===== config.mk =====
export PLATFORM = sky130hd
export DESIGN_NAME = ccu_capture
export DESIGN_NICKNAME = d
export VERILOG_FILES = /design/src/ccu_capture.v /design/src/ccu_mem.v
export VERILOG_INCLUDE_DIRS = /design/src /design/src/src
export SDC_FILE = /design/constraint.sdc
export NUM_CORES = 1
export LEC_CHECK = 0
export ABC_AREA = 1
export BUFFER_PORTS_ARGS = -buffer_cell sky130_fd_sc_hd__clkbuf_2
export CAP_MARGIN = 20
export CORE_UTILIZATION = 50
export DETAILED_ROUTE_END_ITERATION = 10
export PLACE_DENSITY_LB_ADDON = 0.08
export SYNTH_ARGS = -nofsm -noshare
export SYNTH_HDL_FRONTEND = slang
export SYNTH_SLANG_ARGS = --single-unit

===== constraint.sdc =====
create_clock -name mclk -period 3.1 [get_ports mclk]
set_input_delay 0.155 -clock mclk [delete_from_list [all_inputs] [get_ports mclk]]
set_output_delay 0.155 -clock mclk [all_outputs]
set_load 0.05 [all_outputs]

===== src/ccu_defines.vh =====
// Purpose: shared constants for the camera capture unit front end
// Assumes: 100 MHz mclk, sensor pixel clock well below mclk/2
// Notes: register offsets are byte addresses on the plain register port
//
// Operation
// - frames found either by sync pins or by embedded delimiter codes
// - sync pulse active level is programmable
// - pixel input bus up to 12 bits wide
// - master clock driven to sensor; data sampled on the sensor pixel clock
// - flag raised at frame start and at end of a complete frame
// - in delimiter mode, with capture enabled, a flag is raised on every start or end code
// - 8-bit colour input may be YCbCr 4:2:2, RGB 8:8:8 or RGB 5:6:5
// - codec path gets the colour stream only when codec enable is one
// - grayscale 12-bit samples stored raw, one or two per word by packing bit
// - codec path is unavailable while grayscale is selected
// - capture every frame or one out of N, N from 2 to 8
// - pin mode: skip programmed blank lines, then programmed pixel clocks
// - delimiter mode works on an 8-bit data interface
// - start code FF000080, end code FF00009D
// - delimiter mode captures only data between codes, blanking dropped
// - four selectable YCbCr byte orders for a pixel pair
// - RGB order 00 no swap: 8:8:8 bytes R,G,B; 5:6:5 split as listed
// - preview and codec paths buffer pixel data in FIFOs
// - preview path emits the same captured words as the codec path, no RGB conversion
// - path FIFOs carry formatted pixels toward the system side
`ifndef CCU_DEFINES_VH
`define CCU_DEFINES_VH
`define CCU_AW 4
`define CCU_A_CTL1 4'h0
`define CCU_A_CTL2 4'h4
`define CCU_A_CTL3 4'h8
`define CCU_A_STAT 4'hC
`define CCU_CTL1_RST 32'h00000000
`define CCU_CTL2_RST 32'h00000000
`define CCU_CTL3_RST 32'h00010000
`define CCU_B_EN 0
`define CCU_B_EMB 1
`define CCU_B_VPOL 2
`define CCU_B_HPOL 3
`define CCU_B_PEDGE 4
`define CCU_B_CODEC 5
`define CCU_B_GRAY 6
`define CCU_B_GPACK 7
`define CCU_F_SKIP 10:8
`define CCU_F_YORD 12:11
`define CCU_F_RORD 14:13
`define CCU_B_SWAP 15
`define CCU_F_FMT 17:16
`define CCU_F_WID 10:0
`define CCU_F_HGT 21:11
`define CCU_F_SFD 7:0
`define CCU_F_SLD 15:8
`define CCU_F_DIV 23:16
`define CCU_NFLAG 6
`define CCU_FL_FS 0
`define CCU_FL_FD 1
`define CCU_FL_SAV 2
`define CCU_FL_EAV 3
`define CCU_FL_POVR 4
`define CCU_FL_COVR 5
`define CCU_B_BUSY 8
`define CCU_PRE 24'hFF0000
`define CCU_SAV 8'h80
`define CCU_EAV 8'h9D
`define CCU_BYTE_FF 8'hFF
`define CCU_BYTE_00 8'h00
`define CCU_FMT_YCC 2'h0
`define CCU_FMT_888 2'h1
`define CCU_FMT_565 2'h2
`define CCU_RGB_M2 2'h2
`define CCU_Y_CB 2'h0
`define CCU_Y_CR 2'h1
`define CCU_Y_YCB 2'h2
`define CCU_Y_YCR 2'h3
`define CCU_PH_YCC 2'h3
`define CCU_PH_888 2'h2
`define CCU_PH_565 2'h1
`define CCU_PH_GRAY 2'h0
`define CCU_DW 32
`define CCU_FAW 2
`define CCU_FDEPTH 3'h4
`define CCU_PIXW 12
`define CCU_SYNCW 15
`define CCU_S_PCK 14
`define CCU_S_VS 13
`define CCU_S_HS 12
`define CCU_GAP_MAX 12'hFFF
`endif


===== src/ccu_capture.v =====
// Purpose: image sensor capture front end with preview and codec word outputs
// Assumes: pixel clock, syncs and data are asynchronous pins sampled by mclk
// Notes: scaler and colour conversion are outside this block
`timescale 1ns/1ps
`include "ccu_defines.vh"
module ccu_capture (
    input wire mclk, // 100 MHz system clock
    input wire reset_n, // async reset, active low
    input wire [`CCU_AW-1:0] reg_addr, // register byte address
    input wire [31:0] reg_wdata, // register write data
    input wire reg_wr, // write strobe
    input wire reg_rd, // read strobe
    output reg [31:0] reg_rdata, // read data, cycle after strobe
    input wire sensor_pixel_clock_in, // pixel clock from sensor
    input wire frame_sync_in, // vertical sync pin
    input wire line_sync_in, // horizontal sync pin
    input wire [`CCU_PIXW-1:0] sensor_pixel_bus, // pixel data pins
    output reg sensor_master_clock_out, // master clock to sensor
    output wire [`CCU_DW-1:0] pv_data, // preview path word
    output wire pv_valid, // preview word valid
    input wire pv_ready, // preview consumer takes word
    output wire [`CCU_DW-1:0] cd_data, // codec path word
    output wire cd_valid, // codec word valid
    input wire cd_ready, // codec consumer takes word
    output reg capture_busy // a kept frame is in progress
);
    reg [31:0] ctl1_r;
    reg [31:0] ctl2_r;
    reg [31:0] ctl3_r;
    reg [`CCU_NFLAG-1:0] flag_r;
    reg [`CCU_SYNCW-1:0] smp1_r;
    reg [`CCU_SYNCW-1:0] smp2_r;
    reg pck3_r;
    reg [7:0] div_cnt_r;
    reg vs_prev_r, hs_prev_r, line_r, frame_r, take_r;
    reg [23:0] hist_r;
    reg [11:0] gap_cnt_r;
    reg [10:0] pix_cnt_r, line_cnt_r, cap_lines_r;
    reg [2:0] skip_cnt_r;
    reg [1:0] ph_r;
    reg [23:0] bytes_r;
    reg half_ph_r;
    reg [15:0] hw_r;
    reg word_v_r;
    reg [`CCU_DW-1:0] word_r;
    reg [15:0] half16;
    reg [`CCU_DW-1:0] word_nxt;
    reg [1:0] ph_max;
    wire [1:0] path_wr;
    wire [1:0] path_rdy;
    wire [1:0] path_vld;
    wire [1:0] path_ovr;
    wire [2*`CCU_DW-1:0] path_dout;
    wire [`CCU_NFLAG-1:0] ev;

    // bit reversal of a byte, used for the swapped RGB input layouts
    function [7:0] ccu_rev8;
        input [7:0] v;
        integer i;
        begin
            for (i = 0; i < 8; i = i + 1) begin
                ccu_rev8[i] = v[7-i];
            end
        end
    endfunction

    // control fields
    wire en = ctl1_r[`CCU_B_EN];
    wire emb = ctl1_r[`CCU_B_EMB];
    wire gray = ctl1_r[`CCU_B_GRAY];
    wire gpack = ctl1_r[`CCU_B_GPACK];
    wire swap = ctl1_r[`CCU_B_SWAP];
    wire [1:0] fmt = ctl1_r[`CCU_F_FMT];
    wire [1:0] yord = ctl1_r[`CCU_F_YORD];
    wire [1:0] rord = ctl1_r[`CCU_F_RORD];
    wire [2:0] skip = ctl1_r[`CCU_F_SKIP];
    wire [10:0] wid = ctl2_r[`CCU_F_WID];
    wire [10:0] hgt = ctl2_r[`CCU_F_HGT];
    wire [7:0] frame_start_line_delay = ctl3_r[`CCU_F_SFD];
    wire [7:0] line_start_pixel_delay = ctl3_r[`CCU_F_SLD];
    wire [7:0] div = ctl3_r[`CCU_F_DIV];
    wire ycc = !gray && (fmt == `CCU_FMT_YCC);

    // two flops on every pin; pclk's third flop only feeds the edge finder
    always @(posedge mclk or negedge reset_n) begin
        if (!reset_n) begin
            smp1_r <= {`CCU_SYNCW{1'b0}};
            smp2_r <= {`CCU_SYNCW{1'b0}};
            pck3_r <= 1'b0;
        end else begin
            smp1_r <= {sensor_pixel_clock_in, frame_sync_in, line_sync_in, sensor_pixel_bus};
            smp2_r <= smp1_r;
            pck3_r <= smp2_r[`CCU_S_PCK];
        end
    end

    // data sit beside pclk in stage two, so the edge and its byte line up
    wire pck2 = smp2_r[`CCU_S_PCK];
    wire act_edge = ctl1_r[`CCU_B_PEDGE] ? (~pck2 & pck3_r) : (pck2 & ~pck3_r);
    wire [`CCU_PIXW-1:0] pix = smp2_r[`CCU_PIXW-1:0];
    wire [7:0] d8 = pix[7:0];
    wire vs_act = smp2_r[`CCU_S_VS] ^ ctl1_r[`CCU_B_VPOL];
    wire hs_act = smp2_r[`CCU_S_HS] ^ ctl1_r[`CCU_B_HPOL];

    // delimiter decode: preamble then status byte
    wire pre_hit = (hist_r == `CCU_PRE);
    wire sav = emb && pre_hit && (d8 == `CCU_SAV);
    wire eav = emb && pre_hit && (d8 == `CCU_EAV);

    // frame and line events, one per pin scheme
    wire ls_e = emb ? sav : (hs_act & ~hs_prev_r);
    wire fs_e = emb ? (sav && (gap_cnt_r > {1'b0, wid})) : (vs_act & ~vs_prev_r);
    wire le_e = emb ? (eav & line_r) : (~hs_act & hs_prev_r);
    wire [10:0] pidx = ls_e ? {11{1'b0}} : pix_cnt_r;
    wire line_ok = emb || (line_cnt_r >= {3'b000, frame_start_line_delay});
    // code bytes and blanking never reach the assembler
    wire win_emb = line_r && !pre_hit && (d8 != `CCU_BYTE_FF) && (d8 != `CCU_BYTE_00);
    wire win_pin = hs_act && line_ok && (pidx >= {3'b000, line_start_pixel_delay});
    wire take = frame_r && take_r && en;
    wire byte_v = act_edge && take && (emb ? win_emb : win_pin);
    wire last_line = le_e && take && line_ok && ((cap_lines_r + 11'h001) == hgt);
    wire fd_e = act_edge && last_line;

    // frame, line and skip tracking on each active pixel edge
    always @(posedge mclk or negedge reset_n) begin
        if (!reset_n) begin
            vs_prev_r <= 1'b0;
            hs_prev_r <= 1'b0;
            hist_r <= 24'h000000;
            gap_cnt_r <= `CCU_GAP_MAX;
            line_r <= 1'b0;
            pix_cnt_r <= {11{1'b0}};
            line_cnt_r <= {11{1'b0}};
            cap_lines_r <= {11{1'b0}};
            frame_r <= 1'b0;
            take_r <= 1'b0;
            skip_cnt_r <= 3'h0;
        end else if (act_edge) begin
            vs_prev_r <= vs_act;
            hs_prev_r <= hs_act;
            hist_r <= {hist_r[15:0], d8};
            if (eav) begin
                gap_cnt_r <= 12'h000;
            end else if (gap_cnt_r != `CCU_GAP_MAX) begin
                gap_cnt_r <= gap_cnt_r + 12'h001;
            end
            if (sav) begin
                line_r <= 1'b1;
            end else if (eav) begin
                line_r <= 1'b0;
            end
            pix_cnt_r <= pidx + 11'h001;
            if (fs_e) begin
                frame_r <= 1'b1;
                take_r <= (skip_cnt_r == 3'h0);
                skip_cnt_r <= (skip_cnt_r >= skip) ? 3'h0 : skip_cnt_r + 3'h1;
                line_cnt_r <= {11{1'b0}};
                cap_lines_r <= {11{1'b0}};
            end else begin
                if (le_e) begin
                    line_cnt_r <= line_cnt_r + 11'h001;
                end
                if (le_e && take && line_ok) begin
                    cap_lines_r <= cap_lines_r + 11'h001;
                end
                // pin mode also closes the frame when the vertical sync drops
                if (last_line || (!emb && !vs_act && vs_prev_r)) begin
                    frame_r <= 1'b0;
                end
            end
        end
    end

    // input byte, bit reversed for the swapped RGB layouts
    wire [7:0] din = (swap && !gray && !ycc) ? ccu_rev8(d8) : d8;
    wire [7:0] x0 = bytes_r[7:0];

    // component decode per input format and order
    always @* begin
        half16 = 16'h0000;
        word_nxt = {`CCU_DW{1'b0}};
        ph_max = `CCU_PH_GRAY;
        if (gray) begin
            ph_max = `CCU_PH_GRAY;
            half16 = {pix, 4'h0};
        end else if (fmt == `CCU_FMT_888) begin
            ph_max = `CCU_PH_888;
            half16 = {1'b0, bytes_r[15:11], x0[7:3], din[7:3]};
        end else if (fmt == `CCU_FMT_565) begin
            ph_max = `CCU_PH_565;
            if (rord == `CCU_RGB_M2) begin
                half16 = {1'b0, x0[4:0], din[2:0], x0[7:6], din[7:3]};
            end else begin
                half16 = {1'b0, x0[7:3], x0[2:0], din[7:6], din[4:0]};
            end
        end else begin
            ph_max = `CCU_PH_YCC;
        end
        // words leave in Cb,Y0,Cr,Y1 order whatever the sensor sends
        if (ycc) begin
            case (yord)
                `CCU_Y_CB: word_nxt = {bytes_r, din};
                `CCU_Y_CR: word_nxt = {x0, bytes_r[15:8], bytes_r[23:16], din};
                `CCU_Y_YCB: word_nxt = {bytes_r[15:8], bytes_r[23:16], din, x0};
                `CCU_Y_YCR: word_nxt = {din, bytes_r[23:16], bytes_r[15:8], x0};
                default: word_nxt = {bytes_r, din};
            endcase
        end else if (gray && gpack) begin
            word_nxt = {half16, 16'h0000};
        end else begin
            word_nxt = {hw_r, half16};
        end
    end

    // a line start edge may carry the first byte, so it counts as phase zero
    wire [1:0] ph_cur = ls_e ? 2'h0 : ph_r;
    wire half_cur = fs_e ? 1'b0 : half_ph_r;
    wire px_done = byte_v && (ph_cur == ph_max);
    wire one_per_word = ycc || (gray && gpack);
    wire emit = px_done && (one_per_word || half_cur);

    // byte phase and half word pairing; phase realigned at every line start, pairing at every frame start
    always @(posedge mclk or negedge reset_n) begin
        if (!reset_n) begin
            ph_r <= 2'h0;
            bytes_r <= 24'h000000;
            half_ph_r <= 1'b0;
            hw_r <= 16'h0000;
            word_v_r <= 1'b0;
            word_r <= {`CCU_DW{1'b0}};
        end else begin
            word_v_r <= emit;
            if (emit) begin
                word_r <= word_nxt;
            end
            if (byte_v) begin
                ph_r <= (ph_cur == ph_max) ? 2'h0 : ph_cur + 2'h1;
                bytes_r <= {bytes_r[15:0], din};
                if (px_done && !one_per_word) begin
                    half_ph_r <= ~half_cur;
                    if (!half_cur) begin
                        hw_r <= half16;
                    end
                end else begin
                    half_ph_r <= half_cur;
                end
            end else if (act_edge) begin
                if (ls_e) begin
                    ph_r <= 2'h0;
                end
                if (fs_e) begin
                    half_ph_r <= 1'b0;
                end
            end
        end
    end

    // preview always, codec only when enabled and not grayscale
    assign path_wr[0] = word_v_r;
    assign path_wr[1] = word_v_r && ctl1_r[`CCU_B_CODEC] && !gray;
    assign path_rdy = {cd_ready, pv_ready};

    // one FIFO per path; a full FIFO drops the word and flags overrun
    genvar gi;
    generate
        for (gi = 0; gi < 2; gi = gi + 1) begin : g_path
            reg [`CCU_FAW-1:0] wp_r;
            reg [`CCU_FAW-1:0] rp_r;
            reg [`CCU_FAW:0] cnt_r;
            reg vld_r;
            wire full = (cnt_r == `CCU_FDEPTH);
            wire push = path_wr[gi] && !full;
            wire pop = (cnt_r != {(`CCU_FAW+1){1'b0}}) && (!vld_r || path_rdy[gi]);
            always @(posedge mclk or negedge reset_n) begin
                if (!reset_n) begin
                    wp_r <= {`CCU_FAW{1'b0}};
                    rp_r <= {`CCU_FAW{1'b0}};
                    cnt_r <= {(`CCU_FAW+1){1'b0}};
                    vld_r <= 1'b0;
                end else begin
                    if (push) begin
                        wp_r <= wp_r + 1'b1;
                    end
                    if (pop) begin
                        rp_r <= rp_r + 1'b1;
                    end
                    cnt_r <= cnt_r + {{`CCU_FAW{1'b0}}, push} - {{`CCU_FAW{1'b0}}, pop};
                    vld_r <= pop | (vld_r & ~path_rdy[gi]);
                end
            end
            assign path_vld[gi] = vld_r;
            assign path_ovr[gi] = path_wr[gi] && full;
            ccu_mem u_mem (
                .mclk(mclk),
                .reset_n(reset_n),
                .wr_en(push),
                .wr_addr(wp_r),
                .wr_data(word_r),
                .rd_en(pop),
                .rd_addr(rp_r),
                .rd_data(path_dout[gi*`CCU_DW +: `CCU_DW])
            );
        end
    endgenerate

    assign pv_data = path_dout[`CCU_DW-1:0];
    assign cd_data = path_dout[2*`CCU_DW-1:`CCU_DW];
    assign pv_valid = path_vld[0];
    assign cd_valid = path_vld[1];

    // events feeding the sticky flags
    assign ev[`CCU_FL_FS] = act_edge && fs_e && en;
    assign ev[`CCU_FL_FD] = fd_e;
    assign ev[`CCU_FL_SAV] = act_edge && sav && en;
    assign ev[`CCU_FL_EAV] = act_edge && eav && en;
    assign ev[`CCU_FL_POVR] = path_ovr[0];
    assign ev[`CCU_FL_COVR] = path_ovr[1];

    wire wr_stat = reg_wr && (reg_addr == `CCU_A_STAT);
    wire [`CCU_NFLAG-1:0] clr = wr_stat ? reg_wdata[`CCU_NFLAG-1:0] : {`CCU_NFLAG{1'b0}};
    reg [31:0] stat_w;
    reg [31:0] rd_mux;

    // status word and read decode
    always @* begin
        stat_w = 32'h00000000;
        stat_w[`CCU_NFLAG-1:0] = flag_r;
        stat_w[`CCU_B_BUSY] = take;
        case (reg_addr)
            `CCU_A_CTL1: rd_mux = ctl1_r;
            `CCU_A_CTL2: rd_mux = ctl2_r;
            `CCU_A_CTL3: rd_mux = ctl3_r;
            `CCU_A_STAT: rd_mux = stat_w;
            default: rd_mux = 32'h00000000;
        endcase
    end

    // register writes; a flag set in the clearing cycle survives
    always @(posedge mclk or negedge reset_n) begin
        if (!reset_n) begin
            ctl1_r <= `CCU_CTL1_RST;
            ctl2_r <= `CCU_CTL2_RST;
            ctl3_r <= `CCU_CTL3_RST;
            flag_r <= {`CCU_NFLAG{1'b0}};
            reg_rdata <= 32'h00000000;
            capture_busy <= 1'b0;
        end else begin
            if (reg_wr && (reg_addr == `CCU_A_CTL1)) begin
                ctl1_r <= reg_wdata;
            end
            if (reg_wr && (reg_addr == `CCU_A_CTL2)) begin
                ctl2_r <= reg_wdata;
            end
            if (reg_wr && (reg_addr == `CCU_A_CTL3)) begin
                ctl3_r <= reg_wdata;
            end
            flag_r <= ev | (flag_r & ~clr);
            reg_rdata <= reg_rd ? rd_mux : 32'h00000000;
            capture_busy <= take;
        end
    end

    // master clock: half period of div mclk cycles, a zero divisor acts as one
    wire [7:0] div_top = (div == 8'h00) ? 8'h00 : div - 8'h01;
    always @(posedge mclk or negedge reset_n) begin
        if (!reset_n) begin
            div_cnt_r <= 8'h00;
            sensor_master_clock_out <= 1'b0;
        end else if (div_cnt_r >= div_top) begin
            div_cnt_r <= 8'h00;
            sensor_master_clock_out <= ~sensor_master_clock_out;
        end else begin
            div_cnt_r <= div_cnt_r + 8'h01;
        end
    end
endmodule


===== src/ccu_mem.v =====
// Purpose: small word store behind each path FIFO
// Assumes: one write and one read port on mclk
// Notes: read data come out of a register and hold between reads
`timescale 1ns/1ps
`include "ccu_defines.vh"
module ccu_mem (
    input wire mclk, // system clock
    input wire reset_n, // async reset, active low
    input wire wr_en, // write this word
    input wire [`CCU_FAW-1:0] wr_addr, // write slot
    input wire [`CCU_DW-1:0] wr_data, // word written
    input wire rd_en, // read a slot into rd_data
    input wire [`CCU_FAW-1:0] rd_addr, // read slot
    output reg [`CCU_DW-1:0] rd_data // registered read word
);
    reg [`CCU_DW-1:0] mem_r [0:(1<<`CCU_FAW)-1];

    // array has no reset, it is only read after being written
    always @(posedge mclk) begin
        if (wr_en) begin
            mem_r[wr_addr] <= wr_data;
        end
    end

    // registered read port
    always @(posedge mclk or negedge reset_n) begin
        if (!reset_n) begin
            rd_data <= {`CCU_DW{1'b0}};
        end else if (rd_en) begin
            rd_data <= mem_r[rd_addr];
        end
    end
endmodule


==> flow_metrics.py <==
metrics = {
    "status": {
        "status": "finished, violations left",
        "violations": "negative setup slack",
    },
    "finish": {
        "syn2layout_area_growth_pct": 18.6,
        "final_common_cell": "nand2_1",
        "fin_util_pct": 60.1,
        "final_cell_mix": "nand2_1 (436), nor2_1 (428), dfrtp_1 (393), o21ai_0 (390), inv_1 (268)",
        "regArea_um2": 17900,
        "final_nets": 3297,
        "multi_input_area_um2": 9500,
        "antenna_cells": 0,
        "layoutNonFillerInstCount": 3994,
        "layout-drive-gt1-share_pct": 15.5,
        "nFillCells": 4772,
    },
    "clock_tree": {
        "htree_levels": 3,
        "clkTransAtPathRegs_ns": 0.06,
        "root_buffer": "clkbuf_16",
        "clock_latency_ns": 0.61,
        "cts_made_buffers": 71,
        "clkSinkCount": 664,
        "clockBufferDepth": 3,
        "cts_tree": "done",
    },
    "floorplanning": {
        "core_area_um2": 56600,
        "die_y_um": 242,
        "fp.dieW_um": 242,
        "ioPinCount": 157,
        "row_count": 87,
        "initial_core_util_pct": 50.7,
        "die_area_um2": 58400,
    },
    "power": {
        "power_density_nw_per_um2": 818,
        "power.total_uw": 27800,
        "vdd_drop_max_mv": 1.00,
        "p_leak_uw": 0.0143,
    },
    "timing": {
        "fin_ws_ns": -0.0670,
        "hold_viol_final": 0,
        "setup_viol": 27,
        "slew-limit-headroom_pct": 42.3,
        "tightest_slew_ns": 0.866,
        "fin_crit_sh_pct": 102,
        "fin_worst_skew_ns": 0.0167,
        "slew_violations": 0,
        "min_period_ns": 3.17,
        "hold_slack_ns": 0.113,
        "fmax_ghz": 0.316,
        "rsz0062_at_grt": "yes",
    },
    "synthesis": {
        "yosysSeqAreaShare_pct": 62.4,
        "yosys.area.top_type": "dfrtp_1",
        "netlist_area_um2": 28700,
        "avgSynthCellArea_um2": 9.86,
        "syn-num-nets": 3028,
        "synthCells": 2912,
        "ys_warn_count": 0,
        "synthFlopType": "dfrtp_1",
        "yosysTopAreaCellShare_pct": 34.4,
        "synth-edff-count": 256,
        "ys_top_cells_by_area": "dfrtp_1 (34%), edfxtp_1 (27%), o21ai_0 (7.0%), nand2_1 (6.2%), nor2_1 (5.8%)",
        "yosysUniqueCellTypes": 53,
        "ys_ff_latch": 664,
        "async_reset_ff_share_pct": 61.4,
    },
    "detailed_routing": {
        "vias_per_cell": 5.44,
        "drc_errors": 0,
        "num_vias": 21700,
        "wirelength_um": 77200,
        "wire_per_inst_um": 19.3,
        "first_pass_iters": 6,
        "drtAntennaViolNets": 0,
        "dr.first_iter.drc_count": 1651,
    },
    "placed_design": {
        "place.gp.congestion": 0.918,
        "dp.cells": 3794,
        "dp_hpwl_um": 50000,
        "dp_slack_ns": -0.000890,
        "port_buffers": 156,
    },
    "global_routing": {
        "grt_pass1_vias": 21100,
        "antenna_found_initial": 0,
        "grt_max_degree": 90,
        "grt_pass1_wl_um": 121000,
        "grtUsageTotal_pct": 26.5,
        "grt.overflow.total": 0,
    },
    "setup_path": {
        "slowest_stage": "dfrtp_1",
        "worst-endpoint-required_ns": 3.58,
        "slowest_delay_ns": 0.39,
        "r2r_cells": 27,
        "worstPathArrival_ns": 3.65,
        "cp-start-kind": "flip-flop",
        "crit_top_cell": "nand2_1",
        "cp-end-kind": "flip-flop",
        "crit_path_max_fanout": 11,
        "path_class": "flip-flop to flip-flop",
    },
    "run": {
        "drv_cap": 0,
    },
    "worst_hold_path": {
        "hold_depth": 3,
        "hold_class": "input port to flip-flop",
    },
}
-- synth_stat cells, types with 3 or more instances --
cell and instances:
o211ai_1 12, xnor2_1 12, o221ai_1 12, dfstp_2 13, a22oi_1 7, a221oi_1 18, inv_2 7, buf_4 6
dfrtp_1 395, o21bai_1 3, o21ai_2 3, nand2_2 7, o22ai_1 46, ha_1 57, buf_6 4, xor2_1 30
inv_1 275, nor3b_1 3, nand3_2 4, clkbuf_1 102, nand4_1 24, o21ai_0 402, clkinv_1 5, nor3_1 33
buf_2 3, a31oi_1 66, buf_1 10, nand3_1 66, nor2_1 444, o21a_1 3, nor2_2 4, nand2_1 471
a211oi_1 3, nor4_1 7, a21oi_1 47, or2_2 7, edfxtp_1 256, o21ai_1 28
-- power breakdown --
part	internal (uW)	switching, uW
Sequential	10300	919
Clock	4930	3400
Combinational	2440	5870
-- cell type report --
class                           instances  area share [%]
Clock buffer                          116            6.22
Multi-Input combinational cell       1835            27.9
Tap cell                              756            2.78
Sequential cell                       664            52.6
Inverter                              288            3.20
Clock inverter                         14           0.504
Timing Repair Buffer                  321            6.76
-- sequential cells by signal (all words and copies together) (netlist names), 8 cells and up --
name,flops
ctl2_r,32
hist_r,24
word_r,32
smp2_r,15
g_path.u_mem.mem_r,256
ctl1_r,32
reg_rdata,32
hw_r,16
line_cnt_r,11
div_cnt_r,8
ctl3_r,32
bytes_r,24
pix_cnt_r,11
gap_cnt_r,12
cap_lines_r,11
g_path.u_mem.rd_data,64
smp1_r,15
-- metrics by stage --
stage / setup TNS (ns) / cell area [um^2]
2_1_floorplan: 0 / 28700
3_3_place_gp: 0 / 30800
3_5_place_dp: -0.000890 / 30800
4_1_cts: 0 / 33600
5_1_grt: -16.46 / 34000
6_report: -0.598 / 34000
-- final timing paths --
kind                            start                         end  slack (ns)
setup / recovery           hist_r[12]                   word_r[7]       -0.07
hold / removal                 reg_wr                   ctl1_r[9]        0.11
setup reg to reg           hist_r[12]                   word_r[7]       -0.07
hold reg to reg             smp1_r[2]                   smp2_r[2]        0.35
max in group asynchronous     reset_n                  ctl2_r[31]        1.86
min in group asynchronous     reset_n  g_path[0].u_mem.rd_data[1]        0.18
-- critical path, delay by kind of cell (launching register included) --
kind | cells | cell delay (ns)
AO/OA/AOI/OAI | 1 | 0.17
adder cells (fa/ha/maj) | 1 | 0.27
buffers and inverters | 3 | 0.41
flip-flops | 1 | 0.39
AND/OR/NAND/NOR | 22 | 1.82
-- metal layers --
metal  global-route usage [%]  share of wire (%)
met2                     42.9                 48
met3                     3.46                5.7
met4                     9.22                2.7
met5                        0                  0
met1                     36.8                 44
-- cell families after synthesis --
| kind of cell | count (synthesis) | synth area share [%] |
|---|---|---|
| compound gates | 654 | 12.6 |
| flops | 664 | 62.4 |
| simple gates | 1079 | 15.4 |
| fa+ha+maj | 59 | 2.62 |
| xor+xnor | 42 | 1.28 |
| mux | 1 | 0.0392 |
| buf+inv | 413 | 5.61 |
-- timing repair --
item,CTS,global route
pin swaps,0,29
buffers inserted,0,15
hold buffers,50,0
hold endpoints to repair,198,0
cloned,0,5
gates resized for setup,1,87
setup endpoints to repair,4,85
No activity file was read; power rests on OpenSTA's default activity.
